### src/core/flcrm_pkg.sv
// Purpose: Shared constants, types and functions for the flash control register block
// Assumes: 8-bit registers, each on its own 32-bit Avalon word
// Notes:   Byte address of a register is four times its index
package flcrm_pkg;

    // Register indices; byte address is index * 4
    localparam logic [15:0] IDX_MODE_CTRL   = 16'hFF40;
    localparam logic [15:0] IDX_ERR_STATUS  = 16'hFF41;
    localparam logic [15:0] IDX_BLOCK_SEL   = 16'hFF42;
    localparam logic [15:0] IDX_RAM_EMU     = 16'hFF47;
    localparam logic [15:0] IDX_IRQ_STATUS  = 16'hFF48;
    localparam logic [15:0] IDX_IRQ_MASK    = 16'hFF49;

    // Reset values
    localparam logic [7:0]  RST_MODE_CTRL   = 8'h00;
    localparam logic [7:0]  RST_BLOCK_SEL   = 8'h00;
    localparam logic [7:0]  RST_RAM_EMU     = 8'h00;
    localparam logic [7:0]  RST_IRQ         = 8'h00;

    // Error status field positions
    localparam int          ERR_FAULT_BIT   = 7;

    // Interrupt status / mask field positions
    localparam int          IRQ_FAULT_BIT   = 0;
    localparam int          IRQ_ERASE_BIT   = 1;
    localparam int          IRQ_PROG_BIT    = 2;
    localparam int          IRQ_GATE_BIT    = 3;
    localparam logic [7:0]  IRQ_IMPL_MASK   = 8'h0F;

    // RAM emulation field layout
    localparam int          RAM_EMU_EN_BIT  = 3;
    localparam logic [7:0]  RAM_EMU_MASK    = 8'h0F;

    // Flash array geometry: eight erase blocks, ascending addresses
    localparam int          FLASH_AW        = 17;
    localparam int          NUM_BLOCKS      = 8;
    localparam logic [FLASH_AW-1:0] BLK_SIZE_SMALL = 17'h00400;
    localparam logic [FLASH_AW-1:0] BLK_SIZE_MID   = 17'h07000;
    localparam logic [FLASH_AW-1:0] BLK_SIZE_LARGE = 17'h08000;
    localparam logic [FLASH_AW-1:0] FLASH_TOP      = 17'h1FFFF;

    // Mode control register layout, most significant bit first
    typedef struct packed {
        logic write_gate;
        logic software_write_gate;
        logic erase_setup;
        logic program_setup;
        logic erase_verify;
        logic program_verify;
        logic erase_run;
        logic program_run;
    } flcrm_mode_t;

    // Selected erase window
    typedef struct packed {
        logic                valid;
        logic [2:0]          index;
        logic [FLASH_AW-1:0] base;
        logic [FLASH_AW-1:0] last;
    } flcrm_window_t;

    // True when exactly one bit of a block select byte is set
    function automatic logic flcrm_one_hot(input logic [7:0] sel);
        return (sel != 8'h00) && ((sel & (sel - 8'h01)) == 8'h00);
    endfunction : flcrm_one_hot

endpackage : flcrm_pkg

### src/core/flcrm_top.sv
// Purpose: Flash mode control, error status and erase block select registers
// Assumes: Avalon-MM slave with waitrequest, one clock, asynchronous reset
// Notes:   Every access waits one cycle; read data registered
//
// Overview of operation
// - Mode control byte: write gate, soft gate, setups, verifies, runs, high to low.
// - Error status at next index carries the fault flag in bit 7, rest reserved.
// - Block select serves erase only, exactly one block; programming needs none.
// - Eight erase blocks: four of 1 kbyte, one 28 kbyte, three 32 kbyte.
// - Blocks ascend from block zero; the last large block ends at the top.
//
// Local design decision: the Avalon-MM register port.
module flcrm_top
    import flcrm_pkg::*;
#(
    parameter int ADDR_W = 18
) (
    // Clock and reset
    input  wire logic              clk_sys,
    input  wire logic              reset_n,
    // Avalon-MM slave
    input  wire logic [ADDR_W-1:0] avs_address,
    input  wire logic              avs_read,
    input  wire logic              avs_write,
    input  wire logic [31:0]       avs_writedata,
    input  wire logic [3:0]        avs_byteenable,
    output logic [31:0]            avs_readdata,
    output logic                   avs_waitrequest,
    // Write gate pin
    input  wire logic              flash_write_gate_pin,
    // Flash array control
    output flcrm_mode_t            mode_out,
    output flcrm_window_t          erase_window,
    output logic                   flash_fault_flag,
    output logic [7:0]             ram_emulation_out,
    // Interrupt
    output logic                   irq
);

    // Registers
    flcrm_mode_t   mode_q;
    flcrm_mode_t   mode_d;
    logic [7:0]    block_sel_q;
    logic [7:0]    block_sel_d;
    logic [7:0]    ram_emu_q;
    logic [7:0]    ram_emu_d;
    logic          fault_q;
    logic          fault_d;
    logic [7:0]    irq_status_q;
    logic [7:0]    irq_status_d;
    logic [7:0]    irq_mask_q;
    logic [7:0]    irq_mask_d;
    logic          ack_q;
    logic [31:0]   rdata_q;
    logic [31:0]   rdata_d;
    logic          gate_prev_q;

    // Bus decode
    wire           req         = avs_read | avs_write;
    wire           lane0       = avs_byteenable[0];
    wire           aligned     = (avs_address[1:0] == 2'b00);
    wire [15:0]    idx         = 16'(avs_address[ADDR_W-1:2]);
    wire           take        = req & ~ack_q;
    wire           wr_take     = take & avs_write & aligned & lane0;
    wire           rd_take     = take & avs_read;
    wire           hit_mode    = aligned & (idx == IDX_MODE_CTRL);
    wire           hit_err     = aligned & (idx == IDX_ERR_STATUS);
    wire           hit_blk     = aligned & (idx == IDX_BLOCK_SEL);
    wire           hit_ram     = aligned & (idx == IDX_RAM_EMU);
    wire           hit_ist     = aligned & (idx == IDX_IRQ_STATUS);
    wire           hit_imsk    = aligned & (idx == IDX_IRQ_MASK);
    wire           wr_mode     = wr_take & hit_mode;
    wire           wr_blk      = wr_take & hit_blk;
    wire           wr_ram      = wr_take & hit_ram;
    wire           wr_ist      = wr_take & hit_ist;
    wire           wr_imsk     = wr_take & hit_imsk;
    wire [7:0]     wbyte       = avs_writedata[7:0];

    // Synchronised write gate pin
    logic          gate_sync;

    flcrm_sync2 u_gate_sync (
        .clk_sys  (clk_sys),
        .reset_n  (reset_n),
        .async_in (flash_write_gate_pin),
        .sync_out (gate_sync)
    );

    // Erase window decode from the current block select
    flcrm_window_t window_w;

    flcrm_block_map u_block_map (
        .block_sel (block_sel_q),
        .window    (window_w)
    );

    // Requested mode byte from a write
    flcrm_mode_t   req_mode;
    assign req_mode = flcrm_mode_t'(wbyte);

    // Setup, verify and run bits only stick while both gates are open
    wire           gates_open  = gate_sync & req_mode.software_write_gate;
    wire           erase_busy  = mode_q.erase_setup | mode_q.erase_run;

    // Illegal requests that raise the fault flag
    wire           bad_erase   = req_mode.erase_run
                                 & (~window_w.valid | ~mode_q.erase_setup);
    wire           bad_prog    = req_mode.program_run & ~mode_q.program_setup;
    wire           bad_both    = (req_mode.erase_setup & req_mode.program_setup)
                                 | (req_mode.erase_run & req_mode.program_run);
    wire           bad_gate    = (req_mode.erase_run | req_mode.program_run)
                                 & ~gates_open;
    wire           fault_event = wr_mode & (bad_erase | bad_prog | bad_both | bad_gate);

    // Gate loss forces the array back to read
    wire           gate_fell   = gate_prev_q & ~gate_sync;
    wire           erase_start = wr_mode & ~fault_event & req_mode.erase_run
                                 & ~mode_q.erase_run;
    wire           prog_start  = wr_mode & ~fault_event & req_mode.program_run
                                 & ~mode_q.program_run;

    // Mode control next state
    always_comb begin
        mode_d            = mode_q;
        mode_d.write_gate = gate_sync;
        if (wr_mode) begin
            mode_d.software_write_gate = req_mode.software_write_gate;
            if (gates_open && !fault_event && !fault_q) begin
                mode_d.erase_setup    = req_mode.erase_setup;
                mode_d.program_setup  = req_mode.program_setup;
                mode_d.erase_verify   = req_mode.erase_verify;
                mode_d.program_verify = req_mode.program_verify;
                mode_d.erase_run      = req_mode.erase_run;
                mode_d.program_run    = req_mode.program_run;
            end else begin
                mode_d.erase_setup    = 1'b0;
                mode_d.program_setup  = 1'b0;
                mode_d.erase_verify   = 1'b0;
                mode_d.program_verify = 1'b0;
                mode_d.erase_run      = 1'b0;
                mode_d.program_run    = 1'b0;
            end
        end
        if (!gate_sync || fault_q) begin
            mode_d.erase_setup    = 1'b0;
            mode_d.program_setup  = 1'b0;
            mode_d.erase_verify   = 1'b0;
            mode_d.program_verify = 1'b0;
            mode_d.erase_run      = 1'b0;
            mode_d.program_run    = 1'b0;
        end
    end

    // Block select holds while an erase is set up or running
    assign block_sel_d = (wr_blk && !erase_busy) ? wbyte : block_sel_q;

    // Fault flag: set by hardware only, cleared by reset only
    assign fault_d     = fault_q | fault_event;

    // RAM emulation control
    assign ram_emu_d   = wr_ram ? (wbyte & RAM_EMU_MASK) : ram_emu_q;

    // Interrupt status: set wins over a write-one clear
    logic [7:0]    irq_events;
    always_comb begin
        irq_events                = 8'h00;
        irq_events[IRQ_FAULT_BIT] = fault_event;
        irq_events[IRQ_ERASE_BIT] = erase_start;
        irq_events[IRQ_PROG_BIT]  = prog_start;
        irq_events[IRQ_GATE_BIT]  = gate_fell;
    end

    wire [7:0]     ist_clear   = wr_ist ? wbyte : 8'h00;
    assign irq_status_d = ((irq_status_q & ~ist_clear) | irq_events) & IRQ_IMPL_MASK;
    assign irq_mask_d   = wr_imsk ? (wbyte & IRQ_IMPL_MASK) : irq_mask_q;

    // Error status read value, reserved bits read zero
    logic [7:0]    err_byte;
    always_comb begin
        err_byte                = 8'h00;
        err_byte[ERR_FAULT_BIT] = fault_q;
    end

    // Read data mux, unmapped reads return zero
    always_comb begin
        rdata_d = 32'h0000_0000;
        if (hit_mode) begin
            rdata_d[7:0] = mode_q;
        end else if (hit_err) begin
            rdata_d[7:0] = err_byte;
        end else if (hit_blk) begin
            rdata_d[7:0] = block_sel_q;
        end else if (hit_ram) begin
            rdata_d[7:0] = ram_emu_q;
        end else if (hit_ist) begin
            rdata_d[7:0] = irq_status_q;
        end else if (hit_imsk) begin
            rdata_d[7:0] = irq_mask_q;
        end
    end

    // Bus handshake: wait one cycle, answer on the second
    always_ff @(posedge clk_sys or negedge reset_n) begin
        if (!reset_n) begin
            ack_q   <= 1'b0;
            rdata_q <= 32'h0000_0000;
        end else begin
            ack_q   <= take;
            if (rd_take) begin
                rdata_q <= rdata_d;
            end
        end
    end

    // Register state
    always_ff @(posedge clk_sys or negedge reset_n) begin
        if (!reset_n) begin
            mode_q       <= flcrm_mode_t'(RST_MODE_CTRL);
            block_sel_q  <= RST_BLOCK_SEL;
            ram_emu_q    <= RST_RAM_EMU;
            fault_q      <= 1'b0;
            irq_status_q <= RST_IRQ;
            irq_mask_q   <= RST_IRQ;
            gate_prev_q  <= 1'b0;
        end else begin
            mode_q       <= mode_d;
            block_sel_q  <= block_sel_d;
            ram_emu_q    <= ram_emu_d;
            fault_q      <= fault_d;
            irq_status_q <= irq_status_d;
            irq_mask_q   <= irq_mask_d;
            gate_prev_q  <= gate_sync;
        end
    end

    // Outputs
    assign avs_waitrequest   = req & ~ack_q;
    assign avs_readdata      = rdata_q;
    assign mode_out          = mode_q;
    assign flash_fault_flag  = fault_q;
    assign ram_emulation_out = ram_emu_q;
    assign irq               = |(irq_status_q & irq_mask_q);

    // Erase window shown only for a legal single-block selection
    always_comb begin
        erase_window       = window_w;
        erase_window.valid = window_w.valid & erase_busy;
    end

endmodule : flcrm_top

### src/core/flcrm_sync2.sv
// Purpose: Two flip-flop synchroniser for a level from a pin
// Assumes: Input is asynchronous to clk_sys
// Notes:   First stage is read by the second stage only
module flcrm_sync2 (
    // Clock and reset
    input  wire logic clk_sys,
    input  wire logic reset_n,
    // Level in and out
    input  wire logic async_in,
    output logic      sync_out
);

    logic meta_q;

    always_ff @(posedge clk_sys or negedge reset_n) begin
        if (!reset_n) begin
            meta_q   <= 1'b0;
            sync_out <= 1'b0;
        end else begin
            meta_q   <= async_in;
            sync_out <= meta_q;
        end
    end

endmodule : flcrm_sync2

### src/core/flcrm_block_map.sv
// Purpose: Maps a one-hot erase block select byte onto an address window
// Assumes: Blocks ascend from block 0 at address zero
// Notes:   Window is invalid unless exactly one block is chosen
module flcrm_block_map
    import flcrm_pkg::*;
(
    // Block select in
    input  wire logic [7:0]  block_sel,
    // Window out
    output flcrm_window_t    window
);

    logic [FLASH_AW-1:0] base_tab [NUM_BLOCKS];
    logic [FLASH_AW-1:0] size_tab [NUM_BLOCKS];
    logic [2:0]          idx;

    // Four small blocks, one mid block, three large blocks ending at the top
    always_comb begin
        size_tab[0] = BLK_SIZE_SMALL;
        size_tab[1] = BLK_SIZE_SMALL;
        size_tab[2] = BLK_SIZE_SMALL;
        size_tab[3] = BLK_SIZE_SMALL;
        size_tab[4] = BLK_SIZE_MID;
        size_tab[5] = BLK_SIZE_LARGE;
        size_tab[6] = BLK_SIZE_LARGE;
        size_tab[7] = BLK_SIZE_LARGE;
        base_tab[0] = '0;
        for (int i = 1; i < NUM_BLOCKS; i++) begin
            base_tab[i] = base_tab[i-1] + size_tab[i-1];
        end
    end

    // Index of the highest set bit
    always_comb begin
        idx = 3'h0;
        for (int i = 0; i < NUM_BLOCKS; i++) begin
            if (block_sel[i]) begin
                idx = 3'(i);
            end
        end
    end

    assign window.valid = flcrm_one_hot(block_sel);
    assign window.index = idx;
    assign window.base  = base_tab[idx];
    assign window.last  = base_tab[idx] + size_tab[idx] - 17'h00001;

endmodule : flcrm_block_map

### config.mk
export PLATFORM = sky130hd
export DESIGN_NAME = flcrm_top
export DESIGN_NICKNAME = d
export VERILOG_FILES = /design/src/core/flcrm_pkg.sv /design/src/core/flcrm_top.sv /design/src/core/flcrm_sync2.sv /design/src/core/flcrm_block_map.sv
export SDC_FILE = /design/constraint.sdc
export NUM_CORES = 1
export LEC_CHECK = 0
export BUFFER_PORTS_ARGS = -buffer_cell sky130_fd_sc_hd__buf_2
export CORE_MARGIN = 2
export CORE_UTILIZATION = 30
export CTS_CLUSTER_SIZE = 16
export DETAILED_ROUTE_END_ITERATION = 6
export HOLD_SLACK_MARGIN = 0.1
export PLACE_DENSITY_LB_ADDON = 0.25
export SLEW_MARGIN = 20
export SYNTH_ARGS = -nofsm -noshare
export SYNTH_HDL_FRONTEND = slang
export SYNTH_SLANG_ARGS = --single-unit
### constraint.sdc
create_clock -name clk_sys -period 2 [get_ports clk_sys]
set_input_delay 0.1 -clock clk_sys [delete_from_list [all_inputs] [get_ports clk_sys]]
set_output_delay 0.1 -clock clk_sys [all_outputs]
set_load 0.1 [all_outputs]
* Word level (Yosys, flattened, before mapping)
Memories as Yosys holds them, arrays and structs flattened. Index checks and enable logic that the tools add are counted.
Cells by class: $lt $le $gt $ge 1, add/subtract/negate cells 3, shift-type cells 0, div/mod/pow operators 0, eq/ne operators 6, reductions and logical operators 14, multiplexer cells 21, multiply operators 0, bitwise operators 54
Operator list (number):
- $eq A16 B16 Y1 const B | 6
- $mux W17 | 4
- $and A1 B1 Y1 | 30
- $mux W8 | 3
- $mux W6 | 3
- $add A17 B17 Y17 | 1
- $sub A17 B1 Y17 const B | 1
- $mux W4 | 4
- $mux W3 | 4
- $not A1 Y1 | 9
- $or A1 B1 Y1 | 9
- $and A4 B4 Y4 | 2
- $and A8 B8 Y8 | 1
- $logic_not A8 Y1 | 1
- $reduce_bool A8 Y1 | 1
- $reduce_or A8 Y1 | 1
- $sub A8 B1 Y8 const B | 1
- $ge A4 B4 Y1 const B | 1
- $logic_and A1 B1 Y1 | 4
- $logic_not A1 Y1 | 4
- $mux W2 | 2
- $not A3 Y4 | 1
- $not A4 Y4 | 1
- $or A4 B4 Y4 | 1
- 4 further kinds | 4
Storage, ports and cells: word-level logic and storage cells 118, output and inout port bits 89, memories 2, bits in writable memories 0, bits of input ports 59, register bits after elaboration 40, memory bits (read-only) 272, bits in latches 0
Memories:
- (name not given) | words 8, width 17, read ports 1, clocked after memory_dff 0, write ports 0, RTL line flcrm_block_map.sv:46 | assign window.last = base_tab[idx] + size_tab[idx] - 17'h00001;
- (name not given) | words 8, width 17, read ports 1, clocked after memory_dff 0, write ports 0, RTL line flcrm_block_map.sv:45 | assign window.base = base_tab[idx];

* Depth between registers and ports, before layout
Gate-level depths: netlist of the first run.
depth after elaboration 17, mapped depth 7, depth with buffers taken out 5

* Cells and area by module
A second synthesis of the first run with hierarchy kept.
Unflattened totals: cell total of the unflattened synthesis 275, area total of the unflattened synthesis 2696.3 um^2
Modules (own cells, without submodules):
- flcrm_top | area each 2152.1 um^2, instances 1, seq. area each 950.9 um^2, cells an instance 201
- flcrm_block_map | area each 494.2 um^2, instances 1, seq. area each 0.0 um^2, cells an instance 72
- flcrm_sync2 | area each 50.0 um^2, instances 1, seq. area each 50.0 um^2, cells an instance 2

* Least setup slack after synthesis of the first run
No wires, ideal clock.
path type register -> output, start reg block_sel_q[5], end out erase_window[35] in the netlist's numbering, arrival 2.882 ns, buffers on the path 1, stages on the path, launching flop included 3, slack -0.982 ns, required time 1.900 ns, cells stage by stage dfrtp_1 -> clkbuf_1 -> o31ai_1
RTL lines:
- start, declared | RTL line flcrm_top.sv:43 | logic [7:0] block_sel_q;
- start signal, assigned | RTL line flcrm_top.sv:227 | block_sel_q <= block_sel_d;
- end, declared | RTL line flcrm_top.sv:33 | output flcrm_window_t erase_window,

==> impl_metrics.ini, run 1 <==
[timing]
finalClockSkew_ns = 0.0107
fmax_mhz = 508
rsz0062_at_grt = true
setup_violations = 0
tightest_slew_ns = 0.572
finalHoldViolations = 0
setup_ws_ns = 0.0313
period_minus_slack_ns = 1.97
slew_headroom_pct = 61.4
min_period_over_period_pct = 98.4
report.final.slew_viol_count = 0

[placement]
detailed_place_hpwl_mm = 5.81
port_buffers = 70
post-place-cells = 494
post-place-ws_ns = 0.161
gp_congestion = 0.903

[cells_and_area]
nets = 461
multiInputGateArea_sq_um = 1510
syn_to_final_growth_pct = 26.1
ff_latch_area_sq_um = 1000
nFillCells = 915
stdcell_count = 514
drive_above_1_share_pct = 36.0
diodes = 0

[power_and_ir_drop]
power_density_nw_per_um2 = 661
irDropWorstVdd_uv = 270
p_total_mw = 2.32
p_leak_nw = 1.79

[detailed_routing]
ant_nets = 0
vias = 2421
drt-total-wl_mm = 7.45
drt_first_iter_violations = 92
avgViaCountPerCell = 4.71
drt-pass1-iter-count = 4
drc = 0
wl_per_cell_um = 14.5

[global_route]
grt_usage_pct = 14.5
grt_pass1_wl_mm = 11.5
grt_overflow_total = 0
grt_start_max_net_pins = 41
grt_pass1_vias = 2196
antenna_found_initial = 0

[floorplanning]
die_x_um = 100
die_h_um = 100
die-area_sq_um = 10100
start_util_pct = 30.6
rows = 35
pin_count = 148
coreArea_sq_um = 9110

[cts]
cts_root_buffer = clkbuf_8
clockBufferDepth = 2
cts_made_buffers = 5
path_clk_slew_ns = 0.08
cts_tree = built
cts.sinks = 40
cts_max_level = 2
clkLatencyLatePin_ns = 0.30

[synth]
syn_inst = 310
synth_top_cell_by_area = dfrtp_1
synth_area_sq_um = 2790
synth_top_cell_area_share_pct = 35.9
syn_avg_cell_area_sq_um = 8.98
ys_ff_latch = 40
yosysSeqAreaShare_pct = 35.9
yosys-top-cells-area = dfrtp_1 (36%), buf_4 (15%), nand2_1 (3.6%)
yosysWarnings = 0
synth_edf_count = 0
netlist_top_cells_count = buf_4 (56), dfrtp_1 (40), nand2_1 (27)
yosysMostFrequentCell = buf_4
synthDistinctLibCells = 56
synthFlopType = dfrtp_1
async_flop_share_pct = 100

[worst_hold_path]
min_from = avs_write
hold_end = ack_q$_DFF_PN0_
hp-class = in -> reg
min_path_cells = 3

[critical_path]
start_kind = flip-flop
worstPathRequired_ns = 1.90
r2r_slack_ns = 0.10
path_class = reg -> out
r2r-end = mode_out[1]$_DFFE_PN0P_
crit_arrival_ns = 1.87
r2r_start = block_sel_q[5]$_DFFE_PN0P_
r2r_cells = 9
path_max_fanout = 13
end_kind = output port

[outcome]
status = finished clean

[job]
maxCapViolCount = 0
power breakdown:
group	switching, mW	internal [mW]
clock network	0.281	0.370
registers	0.0176	0.838
logic	0.725	0.0872
metrics by stage:
stage,setup TNS (ns),hold WS [ns],cell area [sq um],util [%]
after CTS,0,0.101,3460,38.0
after detailed placement,0,0.0850,3250,35.7
after floorplan,-0.552,-0.196,3010,-
after global routing,-0.0449,0.103,3510,38.6
after global placement,0,0.0884,3250,35.7
final,0,0.107,3510,38.6
placed cells by master (no fill, tap or decap), drive strengths merged, types with 9 or more instances in the layout:
cell type	instances
dfrtp	40
nor2	23
a31oi	9
conb	50
nor3	9
mux2	12
o21ai	21
nand3	14
buf	96
inv	15
nand2	31
sequential cells by signal, summed over array words and instances, names as in the netlist:
register	cells
u_gate_sync.meta_q	1
irq_mask_q	4
mode_out	7
block_sel_q	8
flash_fault_flag	1
ack_q	1
ram_emulation_out	4
irq_status_q	4
u_gate_sync.sync_out	1
gate_prev_q	1
avs_readdata	8
repair_timing:
item                                    CTS  global route
endpoints found under the hold margin    48             0
setup buffers                             1             4
endpoints found under the setup margin    1             1
gates resized for setup                   6             7
hold buffers                              7             0
pin swaps                                 2             4
layer usage:
metal | GRT usage, % | part of all wire [%]
met5 | 0 | 0
met4 | 4.11 | 1.4
met3 | 2.86 | 5.1
met2 | 23.2 | 47
met1 | 20.1 | 47
worst max path at each step:
stage | start | cells past startpoint | end
3_5_place_dp | avs_address[7] | 6 | ram_emulation_out[1]$_DFFE_PN0P_
3_3_place_gp | avs_address[7] | 5 | irq_status_q[2]$_DFF_PN0_
4_1_cts | block_sel_q[0]$_DFFE_PN0P_ | 7 | erase_window[37]
6_report | block_sel_q[5]$_DFFE_PN0P_ | 8 | erase_window[37]
5_1_grt | block_sel_q[6]$_DFFE_PN0P_ | 6 | erase_window[37]
2_1_floorplan | block_sel_q[7]$_DFFE_PN0P_ | 4 | erase_window[27]
logic make-up (layout without fill, tap and decap cells):
family	Yosys count	after routing	share of synthesized area, %
AOI/OAI and AO/OA	53	53	13.5
buffers and inverters	83	128	19.1
DFF	40	40	35.9
muxes	14	14	5.57
other	2	50	0.270
and+or+nand+nor	118	118	25.7
worst max-delay path: stages, from the launching register on:
cell and delay, ns:
dfrtp_1 0.42, buf_4 0.19, o21ai_1 0.09, nand3_1 0.11, a211oi_2 0.21, buf_4 0.15, nand2_2 0.06, nor2_4 0.14
buf_12 0.18
layout make-up:
type | instances | share of cell area [%]
Tap cell | 111 | 3.95
Sequential cell | 40 | 28.6
Clock inverter | 2 | 0.998
Multi-Input combinational cell | 235 | 43.0
Timing Repair Buffer | 104 | 19.6
Inverter | 16 | 1.82
Clock buffer | 6 | 2.07
Note: power is estimated with default switching activity, not from simulation.
==> run 2, diff against run 1 <==
==> constraint.sdc (replaced) <==
create_clock -name clk_sys -period 2.3 [get_ports clk_sys]
set_input_delay 0.115 -clock clk_sys [delete_from_list [all_inputs] [get_ports clk_sys]]
set_output_delay 0.115 -clock clk_sys [all_outputs]
set_load 0.1 [all_outputs]
==> run 2 against run 1 <==
Effect of this change: clock power shrank 26%; routed wire length shrank 4.9%; die area unchanged; via count shrank 3.9%; design area fell by 6.7%; worst hold slack better by 0.0020 ns; cell count fell by 3.5%; combinational power down 14%; non-clock buffer count fell by 18; clock skew down 0.0055 ns; count of clock-buffer cells in the layout rose by 2; critical endpoint unchanged; largest power group unchanged.
==> impl_metrics.ini, run 2 (synthesis results as in run 1) <==
[detailed_routing]
drt-pass1-iter-count = 4
avgViaCountPerCell = 4.69
drt_first_iter_violations = 116
vias = 2327
wl_per_cell_um = 14.3
drc = 0
drt-total-wl_mm = 7.08
ant_nets = 0

[cts]
path_clk_slew_ns = 0.07
cts_tree = built
clockBufferDepth = 2
cts_made_buffers = 5
cts.sinks = 40
clkLatencyLatePin_ns = 0.29
cts_max_level = 2
cts_root_buffer = clkbuf_8

[cells_and_area]
syn_to_final_growth_pct = 17.7
final_cell_mix = buf_2 (67), conb_1 (50), dfrtp_1 (39), nand2_1 (27), nor2_1 (21)
nFillCells = 943
final_common_cell = buf_2
drive_above_1_share_pct = 29.9
stdcell_area_sq_um = 3280
nets = 443
diodes = 0

[critical_path]
path_max_fanout = 4
r2r_slack_ns = 0.39
start_kind = flip-flop
end_kind = output port
worstPathRequired_ns = 2.18
crit_arrival_ns = 2.09
path_class = reg -> out

[power_and_ir_drop]
power_density_nw_per_um2 = 587
p_clk_share_pct = 24.9
irDropWorstVdd_uv = 178
sw_frac_of_total_pct = 45.7
p_leak_nw = 1.69
pwr-share-comb_pct = 36.4
switchingPower_uw = 879
p_total_mw = 1.92
power.internal_mw = 1.04
power_frac_seq_pct = 38.7

[job]
maxCapViolCount = 0

[global_route]
grt_start_max_net_pins = 41
grt_usage_pct = 14.4
grt_pass1_vias = 2178
grt_pass1_wl_mm = 11.3
grt_overflow_total = 0
antenna_found_initial = 0

[floorplanning]
die_x_um = 100
die-area_sq_um = 10100
pin_count = 148
start_util_pct = 30.6
rows = 35
die_h_um = 100
coreArea_sq_um = 9110

[timing]
report.final.slew_viol_count = 0
fmax_mhz = 453
min_period_over_period_pct = 96.1
finalHoldViolations = 0
whs_ns = 0.109
finalClockSkew_ns = 0.00515
setup_violations = 0
tightest_slew_ns = 0.907
period_minus_slack_ns = 2.21
setup_ws_ns = 0.0904
slew_headroom_pct = 39.6

[placement]
gp_congestion = 0.824
port_buffers = 70
placed_cell_area_sq_um = 3090
detailed_place_hpwl_mm = 5.62
post-place-ws_ns = 0.350

[outcome]
status = finished clean

[worst_hold_path]
hp-class = in -> reg
[run 2: cell types whose count changed in the layout (fill, tap and decap cells not counted), sizes merged]
cell | before | now
buf | 96 | 78
bufinv | 1 | 0
clkbuf | 7 | 8
clkinvlp | 1 | 0
inv | 15 | 16
clkinv | 1 | 0
dlygate4sd3 | 7 | 8
[run 2: power by group through the flow]
| stage | clock [mW] | sequential, mW | combinational, mW |
|---|---|---|---|
| final | 0.480 | 0.744 | 0.700 |
| after global routing | 0.520 | 0.748 | 0.728 |
| after CTS | 0.493 | 0.745 | 0.700 |
| after detailed placement | 0 | 0.759 | 0.691 |
| after global placement | 0 | 0.758 | 0.689 |
| after floorplan | 0 | 0.916 | 0.505 |
[run 2: per-layer routing]
layer	wire (um)	track usage [%]	up-vias
met3	301	2.65	9
li1	-	-	1141
met4	86	4.00	0
met5	0	0	-
met1	3290	19.9	1102
met2	3410	23.3	75
[run 2: final timing paths]
kind | to | depth (start not counted) | startpoint
min reg2reg | u_gate_sync.sync_out$_DFF_PN0_ | 0 | u_gate_sync.meta_q$_DFF_PN0_
min in group asynchronous | u_gate_sync.meta_q$_DFF_PN0_ | 2 | reset_n
min | ack_q$_DFF_PN0_ | 3 | avs_read
max | erase_window[37] | 6 | block_sel_q[5]$_DFFE_PN0P_
max reg2reg | mode_out[1]$_DFFE_PN0P_ | 5 | block_sel_q[5]$_DFFE_PN0P_
max in group asynchronous | block_sel_q[4]$_DFFE_PN0P_ | 2 | reset_n
[run 2: critical path, cell delays in order, from the launching register on]
cell,delay [ns]
dfrtp_1,0.39
or3_1,0.42
a2111oi_1,0.33
or3_4,0.23
nand2_1,0.06
nor2_2,0.19
buf_12,0.20
[run 2: stage by stage]
| step | util, % | setup TNS, ns | cells |
|---|---|---|---|
| after detailed placement | 33.9 | 0 | 479 |
| after CTS | 35.7 | 0 | 494 |
| after global placement | 33.9 | 0 | 479 |
| final | 36.0 | 0 | 496 |
| after floorplan | - | -1.37 | 358 |
| after global routing | 36.0 | -0.0256 | 496 |
[run 2: what timing repair did]
action                                 4_1_cts  5_1_grt
resized for setup                            0        4
setup endpoints to repair                    0        1
hold buffers                                 7        1
endpoints found under the hold margin       47        1
setup buffers                                0        1
[run 2: area by class of cell]
class / instances / area, sq um / share of cell area (%)
tap: 111 / 139 / 4.24
clock buffer: 8 / 90.1 / 2.75
inverter: 16 / 60.1 / 1.83
multi-input combinational: 235 / 1450 / 44.3
sequential: 40 / 1000 / 30.6
timing repair buffer: 86 / 536 / 16.3
